`config.mk`:
```
export PLATFORM = sky130hd
export DESIGN_NAME = fsg_top
export DESIGN_NICKNAME = d
export VERILOG_FILES = /design/src/rtl/fsg_pkg.sv /design/src/rtl/fsg_result_mem.sv /design/src/rtl/fsg_top.sv
export VERILOG_INCLUDE_DIRS = /design/src /design/src/rtl
export SDC_FILE = /design/constraint.sdc
export NUM_CORES = 1
export LEC_CHECK = 0
export BUFFER_PORTS_ARGS = -buffer_cell sky130_fd_sc_hd__buf_2
export CORE_MARGIN = 2
export CORE_UTILIZATION = 45
export DETAILED_ROUTE_END_ITERATION = 8
export GPL_ROUTABILITY_DRIVEN = 0
export PLACE_DENSITY = 0.65
export SYNTH_ARGS = -nofsm -noshare
export SYNTH_HDL_FRONTEND = slang
export SYNTH_SLANG_ARGS = --single-unit
```
`constraint.sdc`:
```
create_clock -name i_ref_clk -period 7.2 [get_ports i_ref_clk]
set_input_delay 0.36 -clock i_ref_clk [delete_from_list [all_inputs] [get_ports i_ref_clk]]
set_output_delay 0.36 -clock i_ref_clk [all_outputs]
set_load 0.02 [all_outputs]
```
`src/rtl/fsg_regs.svh`:
```
// register offsets, field positions, reset values and timing counts for the signature block
`ifndef FSG_REGS_SVH
`define FSG_REGS_SVH

`define FSG_OFF_BEGIN      12'h020
`define FSG_OFF_END        12'h024
`define FSG_OFF_WORD0      12'h02c
`define FSG_OFF_WORD1      12'h030
`define FSG_OFF_WORD2      12'h034
`define FSG_OFF_WORD3      12'h038
`define FSG_OFF_STATUS     12'hfe0
`define FSG_OFF_STATUS_CLR 12'hfe8

`define FSG_ADDR_MSB       16
`define FSG_LAUNCH_BIT     17
`define FSG_COMPLETE_BIT   2

`define FSG_ADDR_RESET     17'h00000
`define FSG_SIG_RESET      128'h0

`define FSG_CLK_PERIOD_NS  40
`define FSG_READ_TIME_NS   60
`define FSG_READ_CYCLES    ((`FSG_READ_TIME_NS + `FSG_CLK_PERIOD_NS - 1) / `FSG_CLK_PERIOD_NS)
`define FSG_STEP_BUDGET    ((`FSG_READ_TIME_NS / `FSG_CLK_PERIOD_NS) + 3)

`endif

```
`src/rtl/fsg_pkg.sv`:
```
// types shared by the flash signature generator
`default_nettype none
package fsg_pkg;
  typedef logic [16:0] fsg_addr_type;
  typedef logic [127:0] fsg_word_type;

  typedef struct packed {
    logic        wr;
    logic        rd;
    logic [11:0] addr;
    logic [31:0] wdata;
  } fsg_bus_req_type;

  typedef struct packed {
    logic         req;
    fsg_addr_type addr;
  } fsg_flash_req_type;

  typedef struct packed {
    logic         valid;
    fsg_word_type data;
    logic [15:0]  check;
  } fsg_flash_rsp_type;

  typedef enum logic [1:0] {
    FSG_IDLE  = 2'b00,
    FSG_ISSUE = 2'b01,
    FSG_WAIT  = 2'b10,
    FSG_FINAL = 2'b11
  } fsg_state_type;
endpackage
`default_nettype wire

```
`src/rtl/fsg_result_mem.sv`:
```
// four-word result store with registered read data
`default_nettype none
module fsg_result_mem
  import fsg_pkg::*;
(
  input  wire logic         i_ref_clk,
  input  wire logic         i_rst_n,
  input  wire logic         i_load,
  input  wire fsg_word_type i_sig,
  input  wire logic         i_rd,
  input  wire logic [1:0]   i_rd_sel,
  output logic [31:0]       o_rd_data
);
  logic [31:0] mem_r [0:3];

  always_ff @(posedge i_ref_clk) begin
    if (!i_rst_n) begin
      for (int k = 0; k < 4; k++) begin
        mem_r[k] <= 32'h0;
      end
    end else if (i_load) begin
      for (int k = 0; k < 4; k++) begin
        mem_r[k] <= i_sig[k*32 +: 32];
      end
    end
  end

  always_ff @(posedge i_ref_clk) begin
    if (!i_rst_n) begin
      o_rd_data <= 32'h0;
    end else if (i_rd) begin
      o_rd_data <= mem_r[i_rd_sel];
    end else begin
      o_rd_data <= 32'h0;
    end
  end
endmodule // fsg_result_mem
`default_nettype wire

```
`src/rtl/fsg_top.sv`:
```
// flash signature generator: register port, range sequencer and signature register
`include "fsg_regs.svh"
`default_nettype none
module fsg_top
  import fsg_pkg::*;
(
  input  wire logic              i_ref_clk,
  input  wire logic              i_rst_n,
  input  wire fsg_bus_req_type   i_bus,
  output logic [31:0]            o_rdata,
  output fsg_flash_req_type      o_flash,
  input  wire fsg_flash_rsp_type i_flash,
  output logic                   o_busy
);
  //////////////////////////////////////////////////////////////////////////////
  // signature step

  // one compaction step, with the check bits folded into the low bits first
  function automatic fsg_word_type fsg_step(input fsg_word_type sig,
                                            input fsg_word_type data,
                                            input logic [15:0] chk);
    fsg_word_type w;
    fsg_word_type n;
    w = data ^ {112'h0, chk};
    for (int k = 0; k < 127; k++) begin
      n[k] = w[k] ^ sig[k+1];
    end
    n[127] = w[127] ^ sig[0] ^ sig[2] ^ sig[27] ^ sig[29];
    return n;
  endfunction

  function automatic logic fsg_hit(input logic [11:0] a, input logic [11:0] off);
    return a == off;
  endfunction

  //////////////////////////////////////////////////////////////////////////////
  // registers

  fsg_state_type state_r;
  fsg_state_type state_nxt;
  fsg_addr_type  begin_r;
  fsg_addr_type  end_r;
  fsg_addr_type  cur_r;
  fsg_word_type  sig_r;
  logic          complete_r;
  logic [31:0]   reg_rdata_r;
  logic [31:0]   mem_rdata;
  logic          mem_sel_r;
  logic          launch;
  logic          wr_end;
  logic          finish;

  assign wr_end  = i_bus.wr && fsg_hit(i_bus.addr, `FSG_OFF_END);
  // a launch while busy is dropped, not queued
  assign launch  = wr_end && i_bus.wdata[`FSG_LAUNCH_BIT] && (state_r == FSG_IDLE);
  assign finish  = (state_r == FSG_FINAL);
  assign o_busy  = (state_r != FSG_IDLE);

  always_ff @(posedge i_ref_clk) begin
    if (!i_rst_n) begin
      begin_r <= `FSG_ADDR_RESET;
    end else if (i_bus.wr && fsg_hit(i_bus.addr, `FSG_OFF_BEGIN) && !o_busy) begin
      begin_r <= i_bus.wdata[`FSG_ADDR_MSB:0];
    end
  end

  always_ff @(posedge i_ref_clk) begin
    if (!i_rst_n) begin
      end_r <= `FSG_ADDR_RESET;
    end else if (wr_end && !o_busy) begin
      end_r <= i_bus.wdata[`FSG_ADDR_MSB:0];
    end
  end

  //////////////////////////////////////////////////////////////////////////////
  // sequencer

  always_comb begin
    state_nxt = state_r;
    case (state_r)
      FSG_IDLE:  if (launch) state_nxt = FSG_ISSUE;
      FSG_ISSUE: state_nxt = FSG_WAIT;
      FSG_WAIT: begin
        if (i_flash.valid) begin
          state_nxt = (cur_r == end_r) ? FSG_FINAL : FSG_ISSUE;
        end
      end
      FSG_FINAL: state_nxt = FSG_IDLE;
      default:   state_nxt = FSG_IDLE;
    endcase
  end

  always_ff @(posedge i_ref_clk) begin
    if (!i_rst_n) begin
      state_r <= FSG_IDLE;
    end else begin
      state_r <= state_nxt;
    end
  end

  // start address is sampled at launch; end address comes from the same write
  always_ff @(posedge i_ref_clk) begin
    if (!i_rst_n) begin
      cur_r <= `FSG_ADDR_RESET;
    end else if (launch) begin
      cur_r <= begin_r;
    end else if (state_r == FSG_WAIT && i_flash.valid && cur_r != end_r) begin
      cur_r <= cur_r + 17'h00001;
    end
  end

  // the flash answers on its own self-timed read, no wait-state input exists here
  always_ff @(posedge i_ref_clk) begin
    if (!i_rst_n) begin
      o_flash <= '0;
    end else begin
      o_flash.req  <= (state_nxt == FSG_ISSUE);
      o_flash.addr <= (launch) ? begin_r : ((state_nxt == FSG_ISSUE) ? cur_r + 17'h00001 : cur_r);
    end
  end

  always_ff @(posedge i_ref_clk) begin
    if (!i_rst_n) begin
      sig_r <= `FSG_SIG_RESET;
    end else if (launch) begin
      sig_r <= `FSG_SIG_RESET;
    end else if (state_r == FSG_WAIT && i_flash.valid) begin
      sig_r <= fsg_step(sig_r, i_flash.data, i_flash.check);
    end
  end

  //////////////////////////////////////////////////////////////////////////////
  // completion flag

  logic clr_wr;
  assign clr_wr = i_bus.wr && fsg_hit(i_bus.addr, `FSG_OFF_STATUS_CLR)
                  && i_bus.wdata[`FSG_COMPLETE_BIT];

  // completion wins over a clear in the same cycle
  always_ff @(posedge i_ref_clk) begin
    if (!i_rst_n) begin
      complete_r <= 1'b0;
    end else if (finish) begin
      complete_r <= 1'b1;
    end else if (clr_wr) begin
      complete_r <= 1'b0;
    end
  end

  fsg_result_mem u_result (
    .i_ref_clk (i_ref_clk),
    .i_rst_n   (i_rst_n),
    .i_load    (finish),
    .i_sig     (sig_r),
    .i_rd      (i_bus.rd),
    .i_rd_sel  (i_bus.addr[3:2] - 2'b11),
    .o_rd_data (mem_rdata)
  );

  //////////////////////////////////////////////////////////////////////////////
  // read port

  always_ff @(posedge i_ref_clk) begin
    if (!i_rst_n) begin
      reg_rdata_r <= 32'h0;
      mem_sel_r   <= 1'b0;
    end else begin
      mem_sel_r   <= i_bus.rd && (fsg_hit(i_bus.addr, `FSG_OFF_WORD0)
                     || fsg_hit(i_bus.addr, `FSG_OFF_WORD1)
                     || fsg_hit(i_bus.addr, `FSG_OFF_WORD2)
                     || fsg_hit(i_bus.addr, `FSG_OFF_WORD3));
      reg_rdata_r <= 32'h0;
      if (i_bus.rd) begin
        case (i_bus.addr)
          `FSG_OFF_BEGIN:  reg_rdata_r <= {15'h0, begin_r};
          `FSG_OFF_END:    reg_rdata_r <= {14'h0, o_busy, end_r};
          `FSG_OFF_STATUS: reg_rdata_r <= {29'h0, complete_r, 2'b00};
          default:         reg_rdata_r <= 32'h0;
        endcase
      end
    end
  end

  assign o_rdata = mem_sel_r ? mem_rdata : reg_rdata_r;
endmodule // fsg_top
`default_nettype wire

```
==> results of run 1 <==
-- sequential cells by signal (all words and copies together) (netlist names) --
name,flops
o_flash,18
reg_rdata_r,18
end_r,17
state_r,2
mem_sel_r,1
u_result.mem_r,128
cur_r,17
u_result.o_rd_data,32
complete_r,1
begin_r,17
sig_r,128
-- kinds of logic (layout without fill, tap and decap cells) --
| family | Yosys count | count (layout) |
|---|---|---|
| other | 0 | 3 |
| XOR/XNOR | 166 | 166 |
| multiplexers | 50 | 50 |
| flip-flops | 379 | 379 |
| adder cells (fa/ha/maj) | 5 | 5 |
| AND/OR/NAND/NOR | 532 | 532 |
| AO/OA/AOI/OAI | 238 | 238 |
| buffers and inverters | 110 | 327 |
-- layout by cell type, fill, tap and decap left out, types with 11 or more instances in the layout --
cell | Yosys | routed
sky130_fd_sc_hd__a211oi_1 | 23 | 23
sky130_fd_sc_hd__a211oi_2 | 90 | 90
sky130_fd_sc_hd__a21oi_1 | 55 | 55
sky130_fd_sc_hd__a22oi_1 | 25 | 25
sky130_fd_sc_hd__a31oi_1 | 12 | 12
sky130_fd_sc_hd__and2_1 | 146 | 146
sky130_fd_sc_hd__buf_2 | 17 | 229
sky130_fd_sc_hd__clkbuf_1 | 62 | 17
sky130_fd_sc_hd__clkbuf_16 | 0 | 44
sky130_fd_sc_hd__dfxtp_1 | 251 | 251
sky130_fd_sc_hd__edfxtp_1 | 128 | 128
sky130_fd_sc_hd__mux2_2 | 18 | 18
sky130_fd_sc_hd__mux4_2 | 32 | 32
sky130_fd_sc_hd__nand2_1 | 105 | 103
sky130_fd_sc_hd__nand3_1 | 15 | 15
sky130_fd_sc_hd__nor2_1 | 172 | 171
sky130_fd_sc_hd__nor2b_1 | 35 | 35
sky130_fd_sc_hd__o21ai_0 | 11 | 11
sky130_fd_sc_hd__xnor2_1 | 134 | 134
sky130_fd_sc_hd__xor2_1 | 32 | 32
-- stage by stage --
stage	util, %	cells
after global placement	49.2	2087
after global routing	52.8	2167
final	52.8	2168
after detailed placement	49.2	2087
after floorplan	-	1480
after CTS	52.8	2165
-- final cells by class --
type | count | area share [%]
clock buffers | 64 | 6.26
multi-input cells | 991 | 37.6
clock inverters | 14 | 0.467
diodes | 3 | 0.0389
repair buffers | 240 | 6.44
well taps | 468 | 3.04
inverters | 9 | 0.175
flip-flops and latches | 379 | 46.0
-- final timing paths --
check,start,cells after the start,end
worst max register to register,state_r[1]$_SDFF_PN0_,6,sig_r[124]$_SDFFE_PP0P_
worst min-delay path,i_bus[36],2,mem_sel_r$_SDFF_PN0_
worst min register to register,begin_r[12]$_SDFFE_PN0P_,2,begin_r[12]$_SDFFE_PN0P_
worst max-delay path,i_bus[34],8,sig_r[124]$_SDFFE_PP0P_
-- per-layer routing --
metal	wire, µm	GRT usage (%)
met5	27	0
met2	17800	32.1
met4	1020	6.23
met3	2490	3.71
met1	17500	28.1
-- power breakdown --
group | leakage, nW | switching [W] | internal [W] | total, W
clock | 0.631 | 0.000855 | 0.00116 | 0.00202
sequential | 3.35 | 0.00000972 | 0.00224 | 0.00225
combinational | 2.99 | 0.000125 | 0.000105 | 0.000230
total | 6.97 | 0.000990 | 0.00350 | 0.00450
-- worst max-delay path, stage by stage --
cell	delay (ns)
sky130_fd_sc_hd__buf_2	0.08
sky130_fd_sc_hd__buf_4	0.58
sky130_fd_sc_hd__ha_1	0.34
sky130_fd_sc_hd__and3_1	0.16
sky130_fd_sc_hd__and3_1	0.34
sky130_fd_sc_hd__nand2b_4	0.84
sky130_fd_sc_hd__buf_4	0.62
sky130_fd_sc_hd__a211oi_1	0.11
==> insert_results.sql, run 1 <==
INSERT INTO impl_metrics (metric_group, metric, value, unit) VALUES
('critical_path', 'worstPathRequired', '7.58', 'ns'),
('logic_synthesis', 'synth.area.top_cells', 'sky130_fd_sc_hd__dfxtp_1 (30%), sky130_fd_sc_hd__edfxtp_1 (23%), sky130_fd_sc_hd__xnor2_1 (7.1%)', ''),
('timing', 'finalMaxSlewViolations', '0', ''),
('critical_path', 'critPathArrivalTime', '3.58', 'ns'),
('critical_path', 'r2r_slack', '4.09', 'ns'),
('clock_network', 'cts-root-buf', 'sky130_fd_sc_hd__clkbuf_16', ''),
('timing', 'post-route-worst-setup-slack', '4.00', 'ns'),
('clock_network', 'ctsHtreeMaxLevel', '2', ''),
('logic_synthesis', 'dominant_combinational_cell_family_by_area_after_synthesis', 'simple AND/OR/NAND/NOR gates', ''),
('logic_synthesis', 'postSynth.topFlopCell', 'sky130_fd_sc_hd__dfxtp_1', ''),
('power', 'power.static_leakage', '6.97', 'nW'),
('logic_synthesis', 'syn-mean-instance-area', '11.2', 'µm²'),
('logic_synthesis', 'synth.largest_area_cell', 'sky130_fd_sc_hd__dfxtp_1', ''),
('final_layout', 'layout.filler_cells', '3199', ''),
('route', 'wl_per_cell', '17.9', 'µm'),
('die', 'coreArea', '0.0365', 'mm²'),
('logic_synthesis', 'netlist_area', '0.0166', 'mm²'),
('timing', 'timing.fmax', '312', 'MHz'),
('logic_synthesis', 'yosys.area_share.xor_xnor', '8.74', '%'),
('power', 'p_per_area', '233', 'mW/mm²'),
('global_routing', 'antenna_found_initial', '5', ''),
('place', 'numPortBuffers', '229', ''),
('clock_network', 'postCtsHoldBufs', '0', ''),
('final_layout', 'area.growth.synth_to_final', '15.9', '%'),
('logic_synthesis', 'synthMostInstantiatedCell', 'sky130_fd_sc_hd__dfxtp_1', ''),
('final_layout', 'layout.cell_area.non_filler', '0.0193', 'mm²'),
('clock_network', 'path_clk_slew', '0.06', 'ns'),
('timing', 'setup_total_negative_slack', '0', 'ns'),
('route', 'drt_iter0_markers', '857', ''),
('die', 'design.die.area', '0.0385', 'mm²'),
('logic_synthesis', 'synth_fp_nets', '1678', ''),
('outcome', 'result_of_the_run', 'finished, final reports clean', ''),
('die', 'core.rowCount', '70', ''),
('critical_path', 'critical_path.endpoint_type', 'flip-flop', ''),
('logic_synthesis', 'synth_adder_area_share', '0.376', '%'),
('critical_path', 'crit_type', 'primary input to flip-flop', ''),
('global_routing', 'gr-total-overflow', '0', ''),
('die', 'die_height', '196', 'µm'),
('critical_path', 'crit_path_start_kind', 'primary input', ''),
('timing', 'grt_setup_unrepaired', 'no', ''),
('power', 'fin_total_pwr', '0.00450', 'W'),
('die', 'chipWidth', '196', 'µm'),
('logic_synthesis', 'yosys.area.top_type_share', '30.2', '%'),
('route', 'dr.pass1.iters', '5', ''),
('timing', 'relSlewSlack', '22.1', '%'),
('final_layout', 'multiInputGateArea', '0.00725', 'mm²'),
('clock_network', 'cts_resized', '0', ''),
('logic_synthesis', 'synthSimpleGateAreaFrac', '16.2', '%'),
('logic_synthesis', 'yosys_register_bits', '379', ''),
('logic_synthesis', 'synthArstFlopShare', '0', '%'),
('logic_synthesis', 'synth.distinct_cells', '59', ''),
('logic_synthesis', 'synth_sequential_area_ratio', '53.3', '%'),
('place', 'pre_cts_ws', '3.42', 'ns'),
('timing', 'layout_min_cycle_time', '3.20', 'ns'),
('critical_path', 'critical_path_peak_fanout', '61', ''),
('final_layout', 'fin_nets', '1861', ''),
('clock_network', 'cts_buffer_depth', '3', ''),
('timing', 'number_of_hold_violations_in_the_final_report', '0', ''),
('route', 'postRouteWirelength', '38900', 'µm'),
('clock_network', 'numClockSinks', '379', ''),
('logic_synthesis', 'yosysWarnings', '0', ''),
('timing', 'final-setup-viol-count', '0', ''),
('final_layout', 'final_layout_size_suffix_gt1_share', '26.8', '%'),
('global_routing', 'pin_count_of_the_biggest_net_entering_global_routing', '163', ''),
('worst_hold_path', 'class_of_the_tightest_hold_or_removal_check', 'primary input to flip-flop', ''),
('die', 'ios', '244', ''),
('logic_synthesis', 'post_synth_edffs', '128', ''),
('clock_network', 'cts_made_buffers', '42', ''),
('timing', 'holdWs', '0.0717', 'ns'),
('route', 'vias_per_cell', '5.24', ''),
('job', 'max_cap_viol_count', '0', '');
Note: power is estimated with default switching activity, not from simulation.
==> inputs of run 2 (changes only) <==
--- a/config.mk
+++ b/config.mk
@@ -6,12 +6,13 @@
 export SDC_FILE = /design/constraint.sdc
 export NUM_CORES = 1
 export LEC_CHECK = 0
+export ABC_AREA = 1
 export BUFFER_PORTS_ARGS = -buffer_cell sky130_fd_sc_hd__buf_2
 export CORE_MARGIN = 2
 export CORE_UTILIZATION = 45
 export DETAILED_ROUTE_END_ITERATION = 8
 export GPL_ROUTABILITY_DRIVEN = 0
-export PLACE_DENSITY = 0.65
+export PLACE_DENSITY = 0.68
 export SYNTH_ARGS = -nofsm -noshare
 export SYNTH_HDL_FRONTEND = slang
 export SYNTH_SLANG_ARGS = --single-unit
==> constraint.sdc (replaced) <==
create_clock -name i_ref_clk -period 2.75 [get_ports i_ref_clk]
set_input_delay 0.1375 -clock i_ref_clk [delete_from_list [all_inputs] [get_ports i_ref_clk]]
set_output_delay 0.1375 -clock i_ref_clk [all_outputs]
set_load 0.02 [all_outputs]
==> run 2 against run 1 <==
Net effect:
- clock skew up 0.0013 ns
- sequential share of layout area decreased by 3.4 points
- critical path depth increased by 2
- worst setup slack got worse by 3.6 ns
- largest cell class unchanged
- largest power group unchanged
==> insert_results.sql, run 2 <==
INSERT INTO impl_metrics (metric_group, metric, value, unit) VALUES
('logic_synthesis', 'synth.area.top_cells', 'sky130_fd_sc_hd__dfxtp_1 (30%), sky130_fd_sc_hd__edfxtp_1 (23%), sky130_fd_sc_hd__nor2_1 (8.8%)', ''),
('timing', 'final-setup-viol-count', '0', ''),
('timing', 'grt_setup_unrepaired', 'no', ''),
('clock_network', 'clk_latency', '0.54', 'ns'),
('route', 'wl_per_cell', '16.0', 'µm'),
('clock_network', 'cts_buffer_depth', '3', ''),
('global_routing', 'pin_count_of_the_biggest_net_entering_global_routing', '128', ''),
('die', 'die_height', '198', 'µm'),
('die', 'initial_utilization', '45.9', '%'),
('route', 'drt_iter0_markers', '1090', ''),
('place', 'pre_cts_ws', '0.398', 'ns'),
('global_routing', 'gr-total-overflow', '0', ''),
('route', 'dr.pass1.iters', '8', ''),
('timing', 'timing.clock.skew', '0.0170', 'ns'),
('logic_synthesis', 'yosysWarnings', '0', ''),
('timing', 'post-route-worst-setup-slack', '0.380', 'ns'),
('die', 'coreArea', '0.0368', 'mm²'),
('final_layout', 'mostFrequentLayoutCells', 'sky130_fd_sc_hd__nor2_1 (394), sky130_fd_sc_hd__nand2_1 (304), sky130_fd_sc_hd__dfxtp_1 (251)', ''),
('clock_network', 'cts_setup_buffers', '0', ''),
('timing', 'setup_total_negative_slack', '0', 'ns'),
('clock_network', 'numClockSinks', '379', ''),
('power', 'power.ir.vdd_worst', '0.470', 'mV'),
('final_layout', 'post_layout_nonfiller_instances', '2838', ''),
('final_layout', 'final_common_cell', 'sky130_fd_sc_hd__nor2_1', ''),
('die', 'ios', '244', ''),
('logic_synthesis', 'postSynth.topFlopCell', 'sky130_fd_sc_hd__dfxtp_1', ''),
('logic_synthesis', 'synth.largest_area_cell', 'sky130_fd_sc_hd__dfxtp_1', ''),
('die', 'design.die.area', '0.0391', 'mm²'),
('global_routing', 'top_usage_layer', 'met2', ''),
('route', 'vias_per_cell', '5.01', ''),
('critical_path', 'crit_path_cell_trace', 'dlygate4sd3_1, buf_2, inv_1, nand4_2, nor2_2, nand2_1, inv_2, nand2_1, o21ai_0, a21oi_1', ''),
('logic_synthesis', 'synth.distinct_cells', '38', ''),
('outcome', 'result_of_the_run', 'finished, final reports clean', ''),
('global_routing', 'gr-usage-met2', '37.0', '%'),
('logic_synthesis', 'synth_sequential_area_ratio', '52.5', '%'),
('clock_network', 'cts_made_buffers', '41', ''),
('final_layout', 'layout.filler_cells', '3234', ''),
('clock_network', 'cts_tree', 'yes', ''),
('logic_synthesis', 'synth_cells', '2050', ''),
('critical_path', 'crit_path_start_kind', 'primary input', ''),
('timing', 'tightest_slew', '0.973', 'ns'),
('final_layout', 'final_layout_size_suffix_gt1_share', '16.3', '%'),
('logic_synthesis', 'synthMostInstantiatedCell', 'sky130_fd_sc_hd__nor2_1', ''),
('timing', 'finalMaxSlewViolations', '0', ''),
('final_layout', 'area.growth.synth_to_final', '23.3', '%'),
('logic_synthesis', 'synthArstFlopShare', '0', '%'),
('timing', 'timing.fmax', '422', 'MHz'),
('die', 'core.rowCount', '70', ''),
('timing', 'relSlewSlack', '35.0', '%'),
('clock_network', 'path_clk_slew', '0.06', 'ns'),
('critical_path', 'timing.critical_path.slowest_stage_cell', 'sky130_fd_sc_hd__nand2_1', ''),
('place', 'placed_cell_area', '0.0184', 'mm²'),
('timing', 'layout_min_cycle_time', '2.37', 'ns'),
('global_routing', 'grt_first_pass_wirelength', '69900', 'µm'),
('global_routing', 'gr-usage-met1', '30.6', '%'),
('place', 'numPortBuffers', '229', ''),
('critical_path', 'crit_type', 'primary input to flip-flop', ''),
('worst_hold_path', 'class_of_the_tightest_hold_or_removal_check', 'primary input to flip-flop', ''),
('critical_path', 'crit_top_cell', 'sky130_fd_sc_hd__nand2_1', ''),
('route', 'antenna_left', '0', ''),
('place', 'place.detailed.instances', '2659', ''),
('final_layout', 'layout.core_utilization', '56.6', '%'),
('power', 'p_per_area', '600', 'mW/mm²'),
('global_routing', 'global_route.usage.total', '22.8', '%'),
('logic_synthesis', 'syn-mean-instance-area', '8.24', 'µm²'),
('critical_path', 'critical_path.endpoint_type', 'flip-flop', ''),
('global_routing', 'antenna_found_initial', '2', ''),
('global_routing', 'vias_in_the_first_global_route', '13527', ''),
('power', 'power.static_leakage', '7.68', 'nW'),
('route', 'drc', '0', ''),
('logic_synthesis', 'yosys_register_bits', '379', ''),
('job', 'max_cap_viol_count', '0', ''),
('critical_path', 'worstPathRequired', '3.14', 'ns'),
('critical_path', 'cp.buffers_inverters', '4', ''),
('critical_path', 'cp_top_delay_family', 'simple AND/OR/NAND/NOR gates', ''),
('logic_synthesis', 'synth_fp_nets', '2248', ''),
('critical_path', 'critPathArrivalTime', '2.76', 'ns'),
('timing', 'number_of_hold_violations_in_the_final_report', '0', ''),
('timing', 'finalCritPeriodShare', '86.2', '%'),
('final_layout', 'fin_nets', '2535', ''),
('clock_network', 'ctsHtreeMaxLevel', '2', ''),
('logic_synthesis', 'netlist_area', '0.0169', 'mm²'),
('route', 'postRouteWirelength', '45300', 'µm'),
('die', 'chipWidth', '198', 'µm'),
('place', 'detailedPlacementHpwl', '30700', 'µm'),
('critical_path', 'critical_path_peak_fanout', '34', ''),
('logic_synthesis', 'yosys.area.top_type_share', '29.8', '%'),
('final_layout', 'largestRegisters', 'sig_r: 128 flops, u_result.mem_r: 128 flops, u_result.o_rd_data: 32 flops', ''),
('route', 'total_number_of_vias', '14215', ''),
('final_layout', 'layout.cell_area.non_filler', '0.0208', 'mm²'),
('critical_path', 'critPathMaxStageDelay', '0.63', 'ns'),
('clock_network', 'cts-root-buf', 'sky130_fd_sc_hd__clkbuf_16', ''),
('global_routing', 'groute.layer.met3.usage', '4.07', '%'),
('logic_synthesis', 'post_synth_most_frequent_cells', 'sky130_fd_sc_hd__nor2_1 (394), sky130_fd_sc_hd__nand2_1 (305), sky130_fd_sc_hd__dfxtp_1 (251)', ''),
('logic_synthesis', 'post_synth_edffs', '128', '');
[run 2: cell count changes after synthesis, moves of 20 or more]
cell	change
sky130_fd_sc_hd__nor2b_1	-35
sky130_fd_sc_hd__o21ai_0	+198
sky130_fd_sc_hd__nand2_1	+200
sky130_fd_sc_hd__nor2_1	+222
sky130_fd_sc_hd__mux4_2	-32
sky130_fd_sc_hd__inv_1	+207
sky130_fd_sc_hd__a211oi_2	-90
sky130_fd_sc_hd__a22oi_1	-25
sky130_fd_sc_hd__a21oi_1	+81
sky130_fd_sc_hd__and2_1	-146
sky130_fd_sc_hd__a211oi_1	-22
sky130_fd_sc_hd__nand3_1	+37
sky130_fd_sc_hd__xnor2_1	-20
[run 2: kinds of logic (layout without fill, tap and decap cells)]
| logic type | after synthesis | in the layout | synth area share (%) |
|---|---|---|---|
| DFF | 379 | 379 | 52.5 |
| AOI/OAI and AO/OA | 350 | 350 | 10.4 |
| xor gates and xnor gates | 140 | 140 | 7.26 |
| muxes | 18 | 18 | 1.20 |
| other | 0 | 1 | 0 |
| and+or+nand+nor | 828 | 828 | 20.1 |
| buffers and inverters | 330 | 649 | 8.05 |
| adders and majority gates | 5 | 5 | 0.371 |
[run 2: worst paths after layout]
path                                               start                        to  slack (ns)  cells after the start
worst max-delay path                           i_bus[41]   begin_r[4]$_SDFFE_PN0P_        0.38                     10
worst min-delay path                        i_flash[104]    sig_r[88]$_SDFFE_PP0P_       0.006                      5
worst min register to register  begin_r[15]$_SDFFE_PN0P_  begin_r[15]$_SDFFE_PN0P_        0.46                      2
worst max register to register     state_r[1]$_SDFF_PN0_   begin_r[4]$_SDFFE_PN0P_        0.57                      6
[run 2: area by class of cell]
type	instances	area [µm²]	share of cell area (%)
diodes	1	2.50	0.0120
clock buffers	56	1170	5.64
clock inverters	19	256	1.23
inverters	221	840	4.03
multi-input cells	1341	6680	32.1
flip-flops and latches	379	8870	42.6
well taps	468	586	2.81
repair buffers	353	2410	11.6
[run 2: timing repair]
item                                   in CTS  in global routing
resized for setup                           0                  0
endpoints found under the hold margin     119                  0
setup endpoints to repair                   0                  0
hold buffers                              103                  0
[run 2: power breakdown]
part / switching (W) / total [W] / internal [W] / leakage [nW]
clock: 0.00225 / 0.00581 / 0.00356 / 0.706
sequential: 0.0000268 / 0.00589 / 0.00586 / 3.35
combinational: 0.000438 / 0.000790 / 0.000352 / 3.63
[run 2: through the flow]
| step | power (W) | hold slack (ns) |
|---|---|---|
| 2_1_floorplan | 0.00637 | 0.330 |
| 3_3_place_gp | 0.00667 | 0.433 |
| 3_5_place_dp | 0.00668 | 0.452 |
| 4_1_cts | 0.0126 | 0.00100 |
| 5_1_grt | 0.0129 | 0.0140 |
| 6_report | 0.0125 | 0.00559 |
[run 2: routing by layer]
| metal | vias up | routed length, µm |
|---|---|---|
| met5 | - | 16 |
| met4 | 2 | 1360 |
| met3 | 78 | 3080 |
| met2 | 479 | 20700 |
| met1 | 6560 | 20100 |
| li1 | 7096 | - |
[run 2: worst min-delay path, stage by stage]
cell,delay (ns)
sky130_fd_sc_hd__buf_2,0.10
sky130_fd_sc_hd__xnor2_1,0.06
sky130_fd_sc_hd__nand2_1,0.05
sky130_fd_sc_hd__o21ai_0,0.07
sky130_fd_sc_hd__nor2_1,0.10
